## config.mk

```make
export PLATFORM = sky130hd
export DESIGN_NAME = ifa_flash_access
export DESIGN_NICKNAME = d
export VERILOG_FILES = /design/src/verilog/ifa_pkg.sv /design/src/verilog/ifa_flash_access.sv
export SDC_FILE = /design/constraint.sdc
export NUM_CORES = 1
export LEC_CHECK = 0
export BUFFER_PORTS_ARGS = -buffer_cell sky130_fd_sc_hd__buf_2
export CORE_ASPECT_RATIO = 0.6
export CORE_MARGIN = 1
export CORE_UTILIZATION = 30
export CTS_BUF_LIST = sky130_fd_sc_hd__clkbuf_8
export DETAILED_ROUTE_END_ITERATION = 7
export PLACE_DENSITY = 0.58
export SLEW_MARGIN = 20
export SYNTH_ARGS = -nofsm -noshare
export SYNTH_HDL_FRONTEND = slang
export SYNTH_SLANG_ARGS = --single-unit
```

## constraint.sdc

```tcl
create_clock -name clock -period 3.04 [get_ports clock]
set_input_delay 0.608 -clock clock [delete_from_list [all_inputs] [get_ports clock]]
set_output_delay 0.608 -clock clock [all_outputs]
set_load 0.01 [all_outputs]
```

## src/verilog/ifa_pkg.sv

```systemverilog
package ifa_pkg;
   // ***************************************************
   // Register map of the CPU register port
   // ***************************************************
   localparam logic [7:0] ADR_ADDR_HI = 8'hA0;
   localparam logic [7:0] ADR_ADDR_LO = 8'hA1;
   localparam logic [7:0] ADR_RDATA = 8'hA2;
   localparam logic [7:0] ADR_WDATA = 8'hA3;
   localparam logic [7:0] ADR_PTIM = 8'hA4;
   localparam logic [7:0] ADR_KEY = 8'hA5;
   localparam logic [7:0] ADR_CMD = 8'hA6;
   localparam logic [7:0] ADR_STATUS = 8'hA7;

   // Status bit positions
   localparam int ST_BUSY = 0;
   localparam int ST_REFUSED = 1;
   localparam int ST_KEY = 2;
   localparam int ST_FORCED = 3;
   localparam int ST_ISP_EN = 4;
   localparam int ST_SECURE = 5;

   // Command codes
   localparam logic [2:0] CMD_NONE = 3'h0;
   localparam logic [2:0] CMD_READ = 3'h1;
   localparam logic [2:0] CMD_WRITE = 3'h2;
   localparam logic [2:0] CMD_PAGE = 3'h3;
   localparam logic [2:0] CMD_MASS = 3'h4;

   // ***************************************************
   // Values and timing
   // ***************************************************
   localparam logic [7:0] ADDR_RESET = 8'h00;
   localparam logic [7:0] PT_RESET = 8'h5A;
   localparam logic [5:0] KEY_VALUE = 6'h26;
   localparam logic [23:0] ENTRY_CODE = 24'h5E38AC;
   localparam logic [15:0] OPT_ALIAS_ADDR = 16'hFFFF;
   localparam logic [15:0] OPT_PHYS_ADDR = 16'h0FFF;
   localparam int CLK_NS = 50;
   localparam int INSTR_DIV = 10;
   localparam logic [3:0] DIV_LAST = 4'(INSTR_DIV - 1);
   localparam logic [3:0] KEY_CYCLES = 4'h8;
   localparam int DEBOUNCE_NS = 10000;
   localparam int DEBOUNCE_CYC = (DEBOUNCE_NS + CLK_NS - 1) / CLK_NS;

   typedef enum logic [1:0] {
      S_IDLE = 2'b00,
      S_READ = 2'b01,
      S_PULSE = 2'b10
   } ifa_state_t;

   // True for the fourteen listed pulse timing codes
   function automatic logic ifa_code_ok(input logic [7:0] c);
      case (c)
         8'h00, 8'h01, 8'h02, 8'h04, 8'h07, 8'h0A, 8'h10,
         8'h18, 8'h28, 8'h45, 8'h49, 8'h4E, 8'h5A, 8'h6C:
            ifa_code_ok = 1'b1;
         default: ifa_code_ok = 1'b0;
      endcase
   endfunction
endpackage

```

## src/verilog/ifa_flash_access.sv

```systemverilog
`timescale 1ns/10ps
// How it works
// - Both address byte registers clear to zero on reset.
// - Flash address 15..8 comes from the high address byte register.
// - Flash address 7..0 comes from the low address byte register.
// - All-ones address reaches the option register at the top location.
// - A flash read lands its byte in the read data register.
// - A write programs the write data byte at the addressed location.
// - Write and erase pulse width follows the pulse timing register.
// - Reset loads pulse timing with the code for a 10 MHz oscillator.
// - Program fetch from flash is blocked while flash is programmed.
// - Jump-to-boot enters boot ROM only while the key flag is set.
// - A matching key write sets the flag for 8 instruction cycles.
// - Key matches when written bits 7..2 equal 100110; bits 1..0 ignored.
// - In emulation a breakpoint freezes the key cycle counter.
// - The key flag keeps counting down during interrupt service.
// - Under reset a 24-bit code shifted in forces boot ROM start.
// - The entry code is 5E38AC, shifted least significant bit first.
// - A later plain reset with boot-select set starts from flash.
// - Forced entry leaves boot-select and security bits unchanged.
// - Only a mass erase clears a set security bit.
// - After forced entry the start pin is debounced low before ISP.
module ifa_flash_access #(
   parameter int PULSE_UNIT_CYC = 16,
   parameter int DEBOUNCE_CYC = ifa_pkg::DEBOUNCE_CYC
) (
   // Clock and reset
   input wire logic clock,
   input wire logic rst_n,
   // CPU register port
   input wire logic [7:0] reg_addr,
   input wire logic reg_wr,
   input wire logic reg_rd,
   input wire logic [7:0] reg_wdata,
   output logic [7:0] reg_rdata,
   // Flash array
   output logic [15:0] flash_addr,
   output logic [7:0] flash_wdata,
   output logic flash_rd,
   input wire logic [7:0] flash_rdata,
   input wire logic flash_rvalid,
   output logic flash_prog,
   output logic flash_erase_page,
   output logic flash_erase_mass,
   output logic flash_fetch_block,
   // Core control
   input wire logic jump_to_boot,
   output logic jump_take_boot,
   output logic jump_take_flash,
   input wire logic emu_mode,
   input wire logic emu_break,
   output logic key_flag,
   // Option bits and boot selection
   input wire logic opt_boot_select,
   input wire logic opt_security,
   output logic boot_from_rom,
   output logic isp_enable,
   // Forced entry pins
   input wire logic entry_data_pin,
   input wire logic entry_clock_pin,
   input wire logic start_pin
);
   import ifa_pkg::*;

   localparam int KEY_CLKS = int'(KEY_CYCLES) * INSTR_DIV;

   // ***************************************************
   // Register file, operation sequencer and key flag
   // ***************************************************
   logic [7:0] adr_hi_ff, nxt_adr_hi, adr_lo_ff, nxt_adr_lo;
   logic [7:0] rd_ff, nxt_rd, wr_ff, nxt_wr, pt_ff, nxt_pt;
   logic [7:0] rdata_ff, nxt_rdata, status_w;
   logic [2:0] op_ff, nxt_op;
   logic [15:0] pcnt_ff, nxt_pcnt;
   logic refused_ff, nxt_refused;
   logic [3:0] div_ff, nxt_div, kcnt_ff, nxt_kcnt;
   logic freeze;
   ifa_state_t st_ff, nxt_st;
   logic forced_ff, isp_ff, boot_ff;

   function automatic logic hit(input logic [7:0] a);
      hit = reg_wr && (reg_addr == a);
   endfunction

   function automatic logic [15:0] pulse_len(input logic [7:0] c);
      pulse_len = 16'((32'(c) + 32'd1) * PULSE_UNIT_CYC);
   endfunction

   assign freeze = emu_mode && emu_break;

   always_comb begin
      nxt_adr_hi = adr_hi_ff;
      nxt_adr_lo = adr_lo_ff;
      nxt_rd = rd_ff;
      nxt_wr = wr_ff;
      nxt_pt = pt_ff;
      nxt_op = op_ff;
      nxt_pcnt = pcnt_ff;
      nxt_refused = refused_ff;
      nxt_st = st_ff;
      nxt_kcnt = kcnt_ff;
      nxt_div = (div_ff == DIV_LAST) ? 4'h0 : div_ff + 4'h1;
      status_w = 8'h00;
      status_w[ST_BUSY] = (st_ff != S_IDLE);
      status_w[ST_REFUSED] = refused_ff;
      status_w[ST_KEY] = (kcnt_ff != 4'h0);
      status_w[ST_FORCED] = forced_ff;
      status_w[ST_ISP_EN] = isp_ff;
      status_w[ST_SECURE] = opt_security;
      nxt_rdata = rdata_ff;
      if (reg_rd) begin
         case (reg_addr)
            ADR_ADDR_HI: nxt_rdata = adr_hi_ff;
            ADR_ADDR_LO: nxt_rdata = adr_lo_ff;
            ADR_RDATA: nxt_rdata = rd_ff;
            ADR_WDATA: nxt_rdata = wr_ff;
            ADR_PTIM: nxt_rdata = pt_ff;
            ADR_STATUS: nxt_rdata = status_w;
            default: nxt_rdata = 8'h00;
         endcase
      end
      if (hit(ADR_ADDR_HI)) begin
         nxt_adr_hi = reg_wdata;
      end
      if (hit(ADR_ADDR_LO)) begin
         nxt_adr_lo = reg_wdata;
      end
      if (hit(ADR_WDATA)) begin
         nxt_wr = reg_wdata;
      end
      // Timing is held steady while a pulse runs; bit 7 reads zero
      if (hit(ADR_PTIM) && st_ff == S_IDLE) begin
         nxt_pt = {1'b0, reg_wdata[6:0]};
      end
      if (hit(ADR_STATUS) && reg_wdata[ST_REFUSED]) begin
         nxt_refused = 1'b0;
      end
      case (st_ff)
         S_IDLE: begin
            if (hit(ADR_CMD)) begin
               case (reg_wdata[2:0])
                  CMD_READ: nxt_st = S_READ;
                  CMD_WRITE, CMD_PAGE, CMD_MASS: begin
                     if (ifa_code_ok(pt_ff)) begin
                        nxt_st = S_PULSE;
                        nxt_op = reg_wdata[2:0];
                        nxt_pcnt = pulse_len(pt_ff);
                     end else begin
                        nxt_refused = 1'b1;
                     end
                  end
                  default: nxt_st = S_IDLE;
               endcase
            end
         end
         S_READ: begin
            if (flash_rvalid) begin
               nxt_rd = flash_rdata;
               nxt_st = S_IDLE;
            end
         end
         S_PULSE: begin
            nxt_pcnt = pcnt_ff - 16'h1;
            if (pcnt_ff == 16'h1) begin
               nxt_st = S_IDLE;
               nxt_op = CMD_NONE;
            end
         end
         default: nxt_st = S_IDLE;
      endcase
      // Counts on in any state of the core, interrupt or not, except a breakpoint in emulation mode
      if (kcnt_ff != 4'h0 && div_ff == DIV_LAST && !freeze) begin
         nxt_kcnt = kcnt_ff - 4'h1;
      end
      if (hit(ADR_KEY)) begin
         if (reg_wdata[7:2] == KEY_VALUE) begin
            nxt_kcnt = KEY_CYCLES;
            nxt_div = 4'h0;
         end else begin
            nxt_kcnt = 4'h0;
         end
      end
   end

   always_ff @(posedge clock) begin
      if (!rst_n) begin
         adr_hi_ff <= ADDR_RESET;
         adr_lo_ff <= ADDR_RESET;
         rd_ff <= 8'h00;
         wr_ff <= 8'h00;
         pt_ff <= PT_RESET;
         rdata_ff <= 8'h00;
         op_ff <= CMD_NONE;
         pcnt_ff <= 16'h0;
         refused_ff <= 1'b0;
         st_ff <= S_IDLE;
         kcnt_ff <= 4'h0;
         div_ff <= 4'h0;
      end else begin
         adr_hi_ff <= nxt_adr_hi;
         adr_lo_ff <= nxt_adr_lo;
         rd_ff <= nxt_rd;
         wr_ff <= nxt_wr;
         pt_ff <= nxt_pt;
         rdata_ff <= nxt_rdata;
         op_ff <= nxt_op;
         pcnt_ff <= nxt_pcnt;
         refused_ff <= nxt_refused;
         st_ff <= nxt_st;
         kcnt_ff <= nxt_kcnt;
         div_ff <= nxt_div;
      end
   end

   // Option register is reached through the all-ones alias
   assign flash_addr = ({adr_hi_ff, adr_lo_ff} == OPT_ALIAS_ADDR) ?
      OPT_PHYS_ADDR : {adr_hi_ff, adr_lo_ff};
   assign flash_wdata = wr_ff;
   assign flash_rd = (st_ff == S_READ);
   assign flash_prog = (st_ff == S_PULSE) && (op_ff == CMD_WRITE);
   assign flash_erase_page = (st_ff == S_PULSE) && (op_ff == CMD_PAGE);
   // The array clears security only on a whole-array erase
   assign flash_erase_mass = (st_ff == S_PULSE) && (op_ff == CMD_MASS);
   assign flash_fetch_block = (st_ff != S_IDLE);
   assign key_flag = (kcnt_ff != 4'h0);
   assign jump_take_boot = jump_to_boot && key_flag;
   assign jump_take_flash = jump_to_boot && !key_flag;
   assign reg_rdata = rdata_ff;

   // ***************************************************
   // Forced boot entry and start pin debounce
   // ***************************************************
   logic [23:0] shift_ff, nxt_shift;
   logic eclk_ff;
   logic nxt_forced, nxt_isp, nxt_boot;
   logic [15:0] db_ff, nxt_db;

   always_comb begin
      nxt_shift = shift_ff;
      nxt_forced = forced_ff;
      nxt_isp = isp_ff;
      nxt_boot = boot_ff;
      nxt_db = db_ff;
      if (!rst_n) begin
         // Shifting only runs while reset is held
         if (entry_clock_pin && !eclk_ff) begin
            nxt_shift = {entry_data_pin, shift_ff[23:1]};
         end
         if (shift_ff == ENTRY_CODE) begin
            nxt_forced = 1'b1;
         end else begin
            nxt_forced = 1'b0;
         end
         // Option bits are only read here, never changed
         nxt_boot = nxt_forced || !opt_boot_select;
         nxt_isp = 1'b0;
         nxt_db = 16'h0;
      end else begin
         nxt_shift = 24'h0;
         if (forced_ff && !isp_ff) begin
            if (!start_pin) begin
               nxt_db = db_ff + 16'h1;
               if (db_ff == 16'(DEBOUNCE_CYC - 1)) begin
                  nxt_isp = 1'b1;
               end
            end else begin
               nxt_db = 16'h0;
            end
         end
      end
   end

   always_ff @(posedge clock) begin
      shift_ff <= nxt_shift;
      eclk_ff <= entry_clock_pin;
      forced_ff <= nxt_forced;
      isp_ff <= nxt_isp;
      boot_ff <= nxt_boot;
      db_ff <= nxt_db;
   end

   assign isp_enable = isp_ff;
   assign boot_from_rom = boot_ff;

   // ***************************************************
   // Assertions
   // ***************************************************
   logic [7:0] key_age;
   logic key_odd;
   logic [15:0] p_age;

   always_ff @(posedge clock) begin
      if (!rst_n) begin
         key_age <= 8'h00;
         key_odd <= 1'b0;
         p_age <= 16'h0;
      end else begin
         p_age <= (st_ff == S_PULSE) ? p_age + 16'h1 : 16'h0;
         if (hit(ADR_KEY)) begin
            key_age <= 8'h00;
            key_odd <= (reg_wdata[7:2] != KEY_VALUE);
         end else if (key_flag) begin
            key_age <= key_age + 8'h01;
            key_odd <= key_odd || freeze;
         end else begin
            key_age <= 8'h00;
            key_odd <= 1'b0;
         end
      end
   end
endmodule

```

Word-level counts from Yosys, hierarchy flattened

Index checks and enable logic that the tools add are counted.

Bits in registers: 121
Logic and storage cells: 139

Add/sub/neg operators: 5
Equal/unequal tests: 42
Multiplexer cells: 35
Bitwise gates (word level): 1
Reductions and logical operators: 38

Operator list:

| operator                                                                 | count |
|---|---|
| 16-bit two-way mux                                                       | 5 |
| 8-bit equality test (second input constant)                              | 8 |
| 8-bit case mux with 6 select lines                                       | 1 |
| 7-bit equality test (second input constant)                              | 5 |
| 16-bit case mux with 2 select lines                                      | 1 |
| 24-bit by 23-bit equality test with 1-bit output (second input constant) | 1 |
| 4-bit two-way mux                                                        | 6 |
| 1-bit logical AND                                                        | 19 |
| 16-bit by 1-bit adder with 16-bit output (second input constant)         | 1 |
| 16-bit by 1-bit equality test with 1-bit output (second input constant)  | 1 |
| 16-bit equality test (second input constant)                             | 1 |
| 16-bit by 8-bit equality test with 1-bit output (second input constant)  | 1 |
| 16-bit by 1-bit subtractor with 16-bit output (second input constant)    | 1 |
| 7-bit by 3-bit equality test with 1-bit output (second input constant)   | 2 |
| 7-bit by 5-bit equality test with 1-bit output (second input constant)   | 2 |
| 14-bit OR reduction                                                      | 1 |
| 3-bit by 2-bit equality test with 1-bit output (second input constant)   | 4 |
| 3-bit two-way mux                                                        | 4 |
| 1-bit two-way mux                                                        | 11 |
| 7-bit by 1-bit adder with 8-bit output (second input constant)           | 1 |
| 8-bit zero test                                                          | 1 |
| 2-bit two-way mux                                                        | 4 |
| 2-bit by 1-bit inequality test with 1-bit output (second input constant) | 4 |
| 4-bit AND reduction                                                      | 2 |
| 27 further kinds                                                         | 34 |

Logic depth before layout (Yosys ltp)

Gate-level depths: netlist of the first run.

Depth in word-level cells: 10
Gate-level depth with buffers: 9
Mapped depth without buffers: 8

Least setup slack after synthesis of the first run

No wires, ideal clock.

Kind: register -> register
Start: register pcnt_ff[0]
End: register pcnt_ff[14]
Setup time: 114 ps
Arrival: 2357 ps
Data required time: 2926 ps
Slack: 569 ps
Stages on the path, launching flop included: 10
Buffers on the path: 1
Period minus slack after synthesis: 2471 ps
Cell sequence: dfxtp_1 inv_1 ha_1 or3b_1 or4_1 buf_2 or4_4 o311ai_2 o21ai_1 a21o_1

Longest elaborated chain between the ends: 2

Ends and longest elaborated chain:

| item                                          | RTL line                | source |
|---|---|---|
| start, declared                               | ifa_flash_access.sv:74  | `logic [15:0] pcnt_ff, nxt_pcnt;` |
| start signal, assigned                        | ifa_flash_access.sv:207 | `pcnt_ff <= nxt_pcnt;` |
| 16-bit by 1-bit subtractor with 16-bit output | ifa_flash_access.sv:163 | `nxt_pcnt = pcnt_ff - 16'h1;` |
| 16-bit case mux with 2 select lines           | ifa_flash_access.sv:138 | `case (st_ff)` |

Every way passes these cells.
A chain may end at the register's enable or synchronous reset.

Worst setup path after layout of the first run

Same ends and word-level chain as after synthesis.

==> flow_summary.json, run 1 <==
{
  "fin_util_pct": 36.5,
  "wirelength_um": 17300,
  "dp_hpwl_um": 12500,
  "netlist_instances": 750,
  "synthTopCellsByArea": "dfxtp_1 41%, a21oi_1 7.5%, nand2_1 7.5%",
  "arrival_ps": 3000,
  "worst_pin_slew_ps": 905,
  "instances_no_fill": 1076,
  "seq_area_frac_synth_pct": 41.6,
  "numCtsBuffers": 17,
  "vias": 5590,
  "synth_nets": 795,
  "status": "finished clean",
  "portBuffers": 78,
  "crit_fanout": 6,
  "grt_pass1_vias": 4732,
  "drc_errors": 0,
  "fin_skew_ps": 12.1,
  "antenna_found_initial": 1,
  "synth_top_area_share_pct": 40.6,
  "wl_met1_um": 9350,
  "area_growth_pct": 18.7,
  "ys_ff_latch": 121,
  "drtPass1Iterations": 5,
  "path_buf_inv": 1,
  "highest_layer": "met4",
  "fin_crit_ps": 2660,
  "fin_nets": 841,
  "peakVddDrop_v": 0.000253,
  "synth_area_per_cell_sq_um": 7.82,
  "critPathLaunchType": "register",
  "yosys.area.top_type": "dfxtp_1",
  "ctsHoldBuffers": 0,
  "dr_wl_met2_um": 6440,
  "ant_nets": 0,
  "hold_path.class": "input port to register",
  "synth_top_family_by_area": "simple AND/OR/NAND/NOR gates",
  "synthAdderAreaFrac_pct": 1.71,
  "post_cts_buffers": 0,
  "drive_gt1_share_pct": 16.4,
  "cp.required_ps": 3370,
  "synth_async_sr_flop_share_pct": 0,
  "powerDensity_nw_per_um2": 525,
  "syn_area_sq_um": 5870,
  "dp_cells": 1043,
  "drt-initial-drc-count": 557,
  "p_leak_nw": 2.72,
  "synth-compound-area-share_pct": 20.0,
  "synth_edf_count": 2,
  "wl_per_cell_um": 16.1,
  "finalHoldViolations": 0,
  "critical_path.max_stage_delay_ps": 540,
  "root_buffer": "clkbuf_8",
  "timing.hold.ws_ps": 304,
  "clock.fmax_mhz": 375,
  "yosysUniqueCellTypes": 64,
  "cts_tree": "yes",
  "wl_met3_um": 1340,
  "path_cells": "inv_1 -> ha_1 -> or3b_1 -> or4_1 -> or4_4 -> o311ai_2 -> o21ai_1 -> a21o_1",
  "gp_congestion": 0.828,
  "setup_tns_ps": 0,
  "yosys_warnings": 0,
  "track_usage_pct": 17.5,
  "post_cts_resized": 0,
  "yosys-top-cells-count": "119 x dfxtp_1, 117 x nand2_1, 88 x a21oi_1",
  "die_area_sq_um": 20100,
  "die_w_um": 183,
  "io_pins": 79,
  "htreeDepth": 4,
  "clk_latency_ps": 430,
  "clock_path_buffers": 2,
  "critical_path_class": "register to register",
  "synth_ff_type": "dfxtp_1",
  "setup_viol": 0,
  "cts.sinks": 121,
  "yosys.area_share.xor_xnor_pct": 1.64,
  "start_util_pct": 30.8,
  "synth_mux_area_share_pct": 2.26,
  "maxSlewViolCount": 0,
  "core_area_sq_um": 19100,
  "max-slew-margin-rel_pct": 39.7,
  "crit_slowest_cell": "or4_1",
  "grt_pass1_wl_um": 27000,
  "rsz0062_at_grt": "no",
  "drv_cap": 0,
  "routed_via_density": 5.20,
  "grt.overflow.total": 0,
  "period_share_pct": 87.7,
  "grt_start_max_net_pins": 52,
  "rows": 39,
  "post-synth-top-count-cell": "dfxtp_1",
  "cp_top_family": "simple AND/OR/NAND/NOR gates",
  "cp-end-kind": "register",
  "synthSimpleGateAreaFrac_pct": 27.9,
  "die_y_um": 110,
  "cts.clk_slew.worst_paths_ps": 80
}
-- kinds of logic (layout without fill, tap and decap cells) --
logic type / Yosys count / in the layout
and+or+nand+nor: 332 / 332
AOI/OAI and AO/OA: 190 / 190
DFF: 121 / 121
buffers and inverters: 75 / 134
muxes: 13 / 13
xor gates and xnor gates: 11 / 11
adders and majority gates: 8 / 8
other: 0 / 1
-- worst paths after layout --
kind	from	endpoint	slack, ps	cells past startpoint
hold reg to reg	shift_ff[0]	shift_ff[0]	460	2
setup reg to reg	pcnt_ff[0]	pcnt_ff[14]	380	8
hold / removal	entry_clock_pin	eclk_ff	300	1
setup / recovery	pcnt_ff[0]	pcnt_ff[14]	380	8
-- cell usage in the layout (no fill, tap or decap), types with 8 or more instances in the layout --
cell type and count:
a21oi_1 88, a22oi_1 9, a31oi_1 14, and3_1 10, buf_2 78, buf_4 12, clkbuf_8 20, dfxtp_1 119
ha_1 8, inv_1 13, mux2i_1 11, nand2_1 117, nand2b_1 8, nand3_1 52, nand4_1 9, nor2_1 55
nor2b_1 13, nor3_1 14, nor4_1 11, o21ai_0 31, xnor2_1 8
-- area by class of cell --
type / count / area (sq um)
multi-input combinational: 554 / 3150
clock buffer: 20 / 275
antenna: 1 / 2.50
sequential: 121 / 2440
tap: 266 / 333
inverter: 12 / 45.0
clock inverter: 12 / 244
fill: 1987 / 12100
timing repair buffer: 90 / 480
-- stage by stage --
step / worst slack, ps / power (mW) / instance area (sq um)
after floorplan: 569 / 1.73 / 5870
after global placement: 449 / 1.80 / 6450
after detailed placement: 422 / 1.80 / 6450
after CTS: 402 / 3.68 / 6970
after global routing: 258 / 3.78 / 6970
final: 375 / 3.66 / 6970
-- layer usage --
metal | vias up | track usage (%)
met5 | - | 0
met4 | 0 | 5.58
met3 | 10 | 4.43
met2 | 210 | 21.6
met1 | 2589 | 27.8
li1 | 2781 | -
-- state kept, by name, indices dropped and copies added, names as in the netlist --
name	count
refused_ff	1
kcnt_ff	4
eclk_ff	1
isp_enable	1
shift_ff	24
pt_ff	7
boot_from_rom	1
pcnt_ff	16
forced_ff	1
div_ff	4
rd_ff	8
adr_lo_ff	8
db_ff	16
st_ff	2
reg_rdata	8
op_ff	3
flash_wdata	8
adr_hi_ff	8
-- where the power goes --
part	switching [mW]	total [mW]	internal (mW)	leakage (nW)
combinational	0.107	0.155	0.0477	1.48
sequential	0.00997	1.61	1.60	0.981
clock	0.683	1.89	1.21	0.266
total	0.800	3.66	2.86	2.72
Note: power is estimated with default switching activity, not from simulation.
==> run 2, diff against run 1 <==
--- a/config.mk
+++ b/config.mk
@@ -5,6 +5,7 @@
 export SDC_FILE = /design/constraint.sdc
 export NUM_CORES = 1
 export LEC_CHECK = 0
+export ABC_CLOCK_PERIOD_IN_PS = 2600
 export BUFFER_PORTS_ARGS = -buffer_cell sky130_fd_sc_hd__buf_2
 export CORE_ASPECT_RATIO = 0.6
 export CORE_MARGIN = 1
==> constraint.sdc (replaced) <==
create_clock -name clock -period 2.6 [get_ports clock]
set_input_delay 0.52 -clock clock [delete_from_list [all_inputs] [get_ports clock]]
set_output_delay 0.52 -clock clock [all_outputs]
set_load 0.01 [all_outputs]
==> run 2 against run 1 <==
- cell area rose by 0.34%
- register-to-register slack got worse by 270 ps
- combinational power increased by 23%
- die area did not move
- largest cell class unchanged
- global-route usage grew 0.56 points
- largest power group is now registers
- first-iteration DRC count rose by 24%
- highest routed layer unchanged
- sequential share of layout area down 0.10 points
- clock skew is 2.9 ps higher
- clock power decreased by 14%
- total power is 1.2% higher
==> flow_summary.json, run 2 (same netlist as run 1, synthesis figures left out) <==
{
  "root_buffer": "clkbuf_8",
  "cp.required_ps": 2950,
  "grt_pass1_wl_um": 27500,
  "post_cts_buffers": 0,
  "cts_tree": "yes",
  "rows": 39,
  "status": "finished clean",
  "hold_path.class": "input port to register",
  "dpl-instance-area_sq_um": 6570,
  "area_growth_pct": 19.1,
  "grt_start_max_net_pins": 32,
  "antenna_found_initial": 0,
  "max-slew-margin-rel_pct": 55.0,
  "rsz0062_at_grt": "no",
  "die_y_um": 110,
  "largest_register_ffs": 24,
  "drc_errors": 0,
  "drv_cap": 0,
  "drtPass1Iterations": 5,
  "fin_ws_ps": 103,
  "fin_crit_ps": 2500,
  "die_w_um": 183,
  "fin_util_pct": 36.6,
  "worst_pin_slew_ps": 667,
  "fin_skew_ps": 15.0,
  "clk_latency_ps": 450,
  "setup_tns_ps": 0,
  "final_cell_mix": "118 x dfxtp_1, 117 x nand2_1, 88 x a21oi_1, 78 x buf_2, 55 x nor2_1",
  "track_usage_pct": 18.0,
  "powerDensity_nw_per_um2": 529,
  "clock_path_buffers": 2,
  "arrival_ps": 2850,
  "critPathLaunchType": "register",
  "dp_slack_ps": 76.6,
  "total_power_mw": 3.70,
  "dp_cells": 1060,
  "antenna_cells": 0,
  "reg_top3": "shift_ff (24), db_ff (16), pcnt_ff (16)",
  "cp-end-kind": "register",
  "critical_path_class": "register to register",
  "peakVddDrop_v": 0.000272,
  "gp_congestion": 0.930,
  "wirelength_um": 18000,
  "setup_viol": 0,
  "period_share_pct": 96.1,
  "die_area_sq_um": 20100,
  "mostFrequentLayoutCell": "dfxtp_1",
  "wl_per_cell_um": 16.5,
  "cts.clk_slew.worst_paths_ps": 80,
  "drt-initial-drc-count": 690,
  "fin_nets": 858,
  "start_util_pct": 30.8,
  "portBuffers": 78,
  "dp_hpwl_um": 13100,
  "timing.hold.ws_ps": 209,
  "p_leak_nw": 2.74,
  "maxSlewViolCount": 0,
  "io_pins": 79,
  "regMostFlops": "shift_ff",
  "post-route-cell-area_sq_um": 6990,
  "numCtsBuffers": 17,
  "clock.fmax_mhz": 400,
  "rr_worst_depth": 8,
  "vias": 5770,
  "grt.overflow.total": 0,
  "cts.sinks": 121,
  "core_area_sq_um": 19100,
  "drive_gt1_share_pct": 18.8,
  "instances_no_fill": 1092,
  "ant_nets": 0,
  "crit_fanout": 5,
  "htreeDepth": 4,
  "holdPathStages": 1,
  "finalHoldViolations": 0,
  "grt_pass1_vias": 4871,
  "routed_via_density": 5.28
}
-- run 2: cell type report --
cell class                 count  area (sq um)
clock buffer                  17           234
clock inverter                15           140
fill                        2021         12100
inverter                      12          45.0
multi-input combinational    554          3190
sequential                   121          2440
tap                          266           333
timing repair buffer         107           608
-- run 2: where the power goes --
group / switching (mW) / total (mW) / internal, mW
Clock: 0.795 / 1.63 / 0.835
Sequential: 0.0109 / 1.88 / 1.87
Combinational: 0.127 / 0.190 / 0.0635
Total: 0.932 / 3.70 / 2.77
-- run 2: per-layer routing --
metal | routed length (um) | share of wire (%) | track usage (%)
met5 | 0 | 0 | 0
met4 | 202 | 1.1 | 5.40
met3 | 1620 | 9.0 | 4.04
met2 | 6560 | 36 | 22.2
met1 | 9620 | 53 | 29.2
-- run 2: path summary, 6_finish.rpt --
kind / start / to / slack (ps)
max: pcnt_ff[0] / pcnt_ff[14] / 100
min: entry_clock_pin / eclk_ff / 210
max reg2reg: pcnt_ff[0] / pcnt_ff[14] / 100
min reg2reg: shift_ff[6] / shift_ff[5] / 470
-- run 2: critical path, stage by stage, from the launching register on --
cell and delay, ps:
dfxtp_1 330, inv_1 150, ha_4 180, or3b_1 370, or4_1 440, or4_4 460
o311ai_2 220, o21ai_1 100, a21o_1 150
-- run 2: repair_timing --
item | CTS | global route
setup endpoints to repair | 0 | 11
resized for setup | 0 | 8
hold buffers | 0 | 0
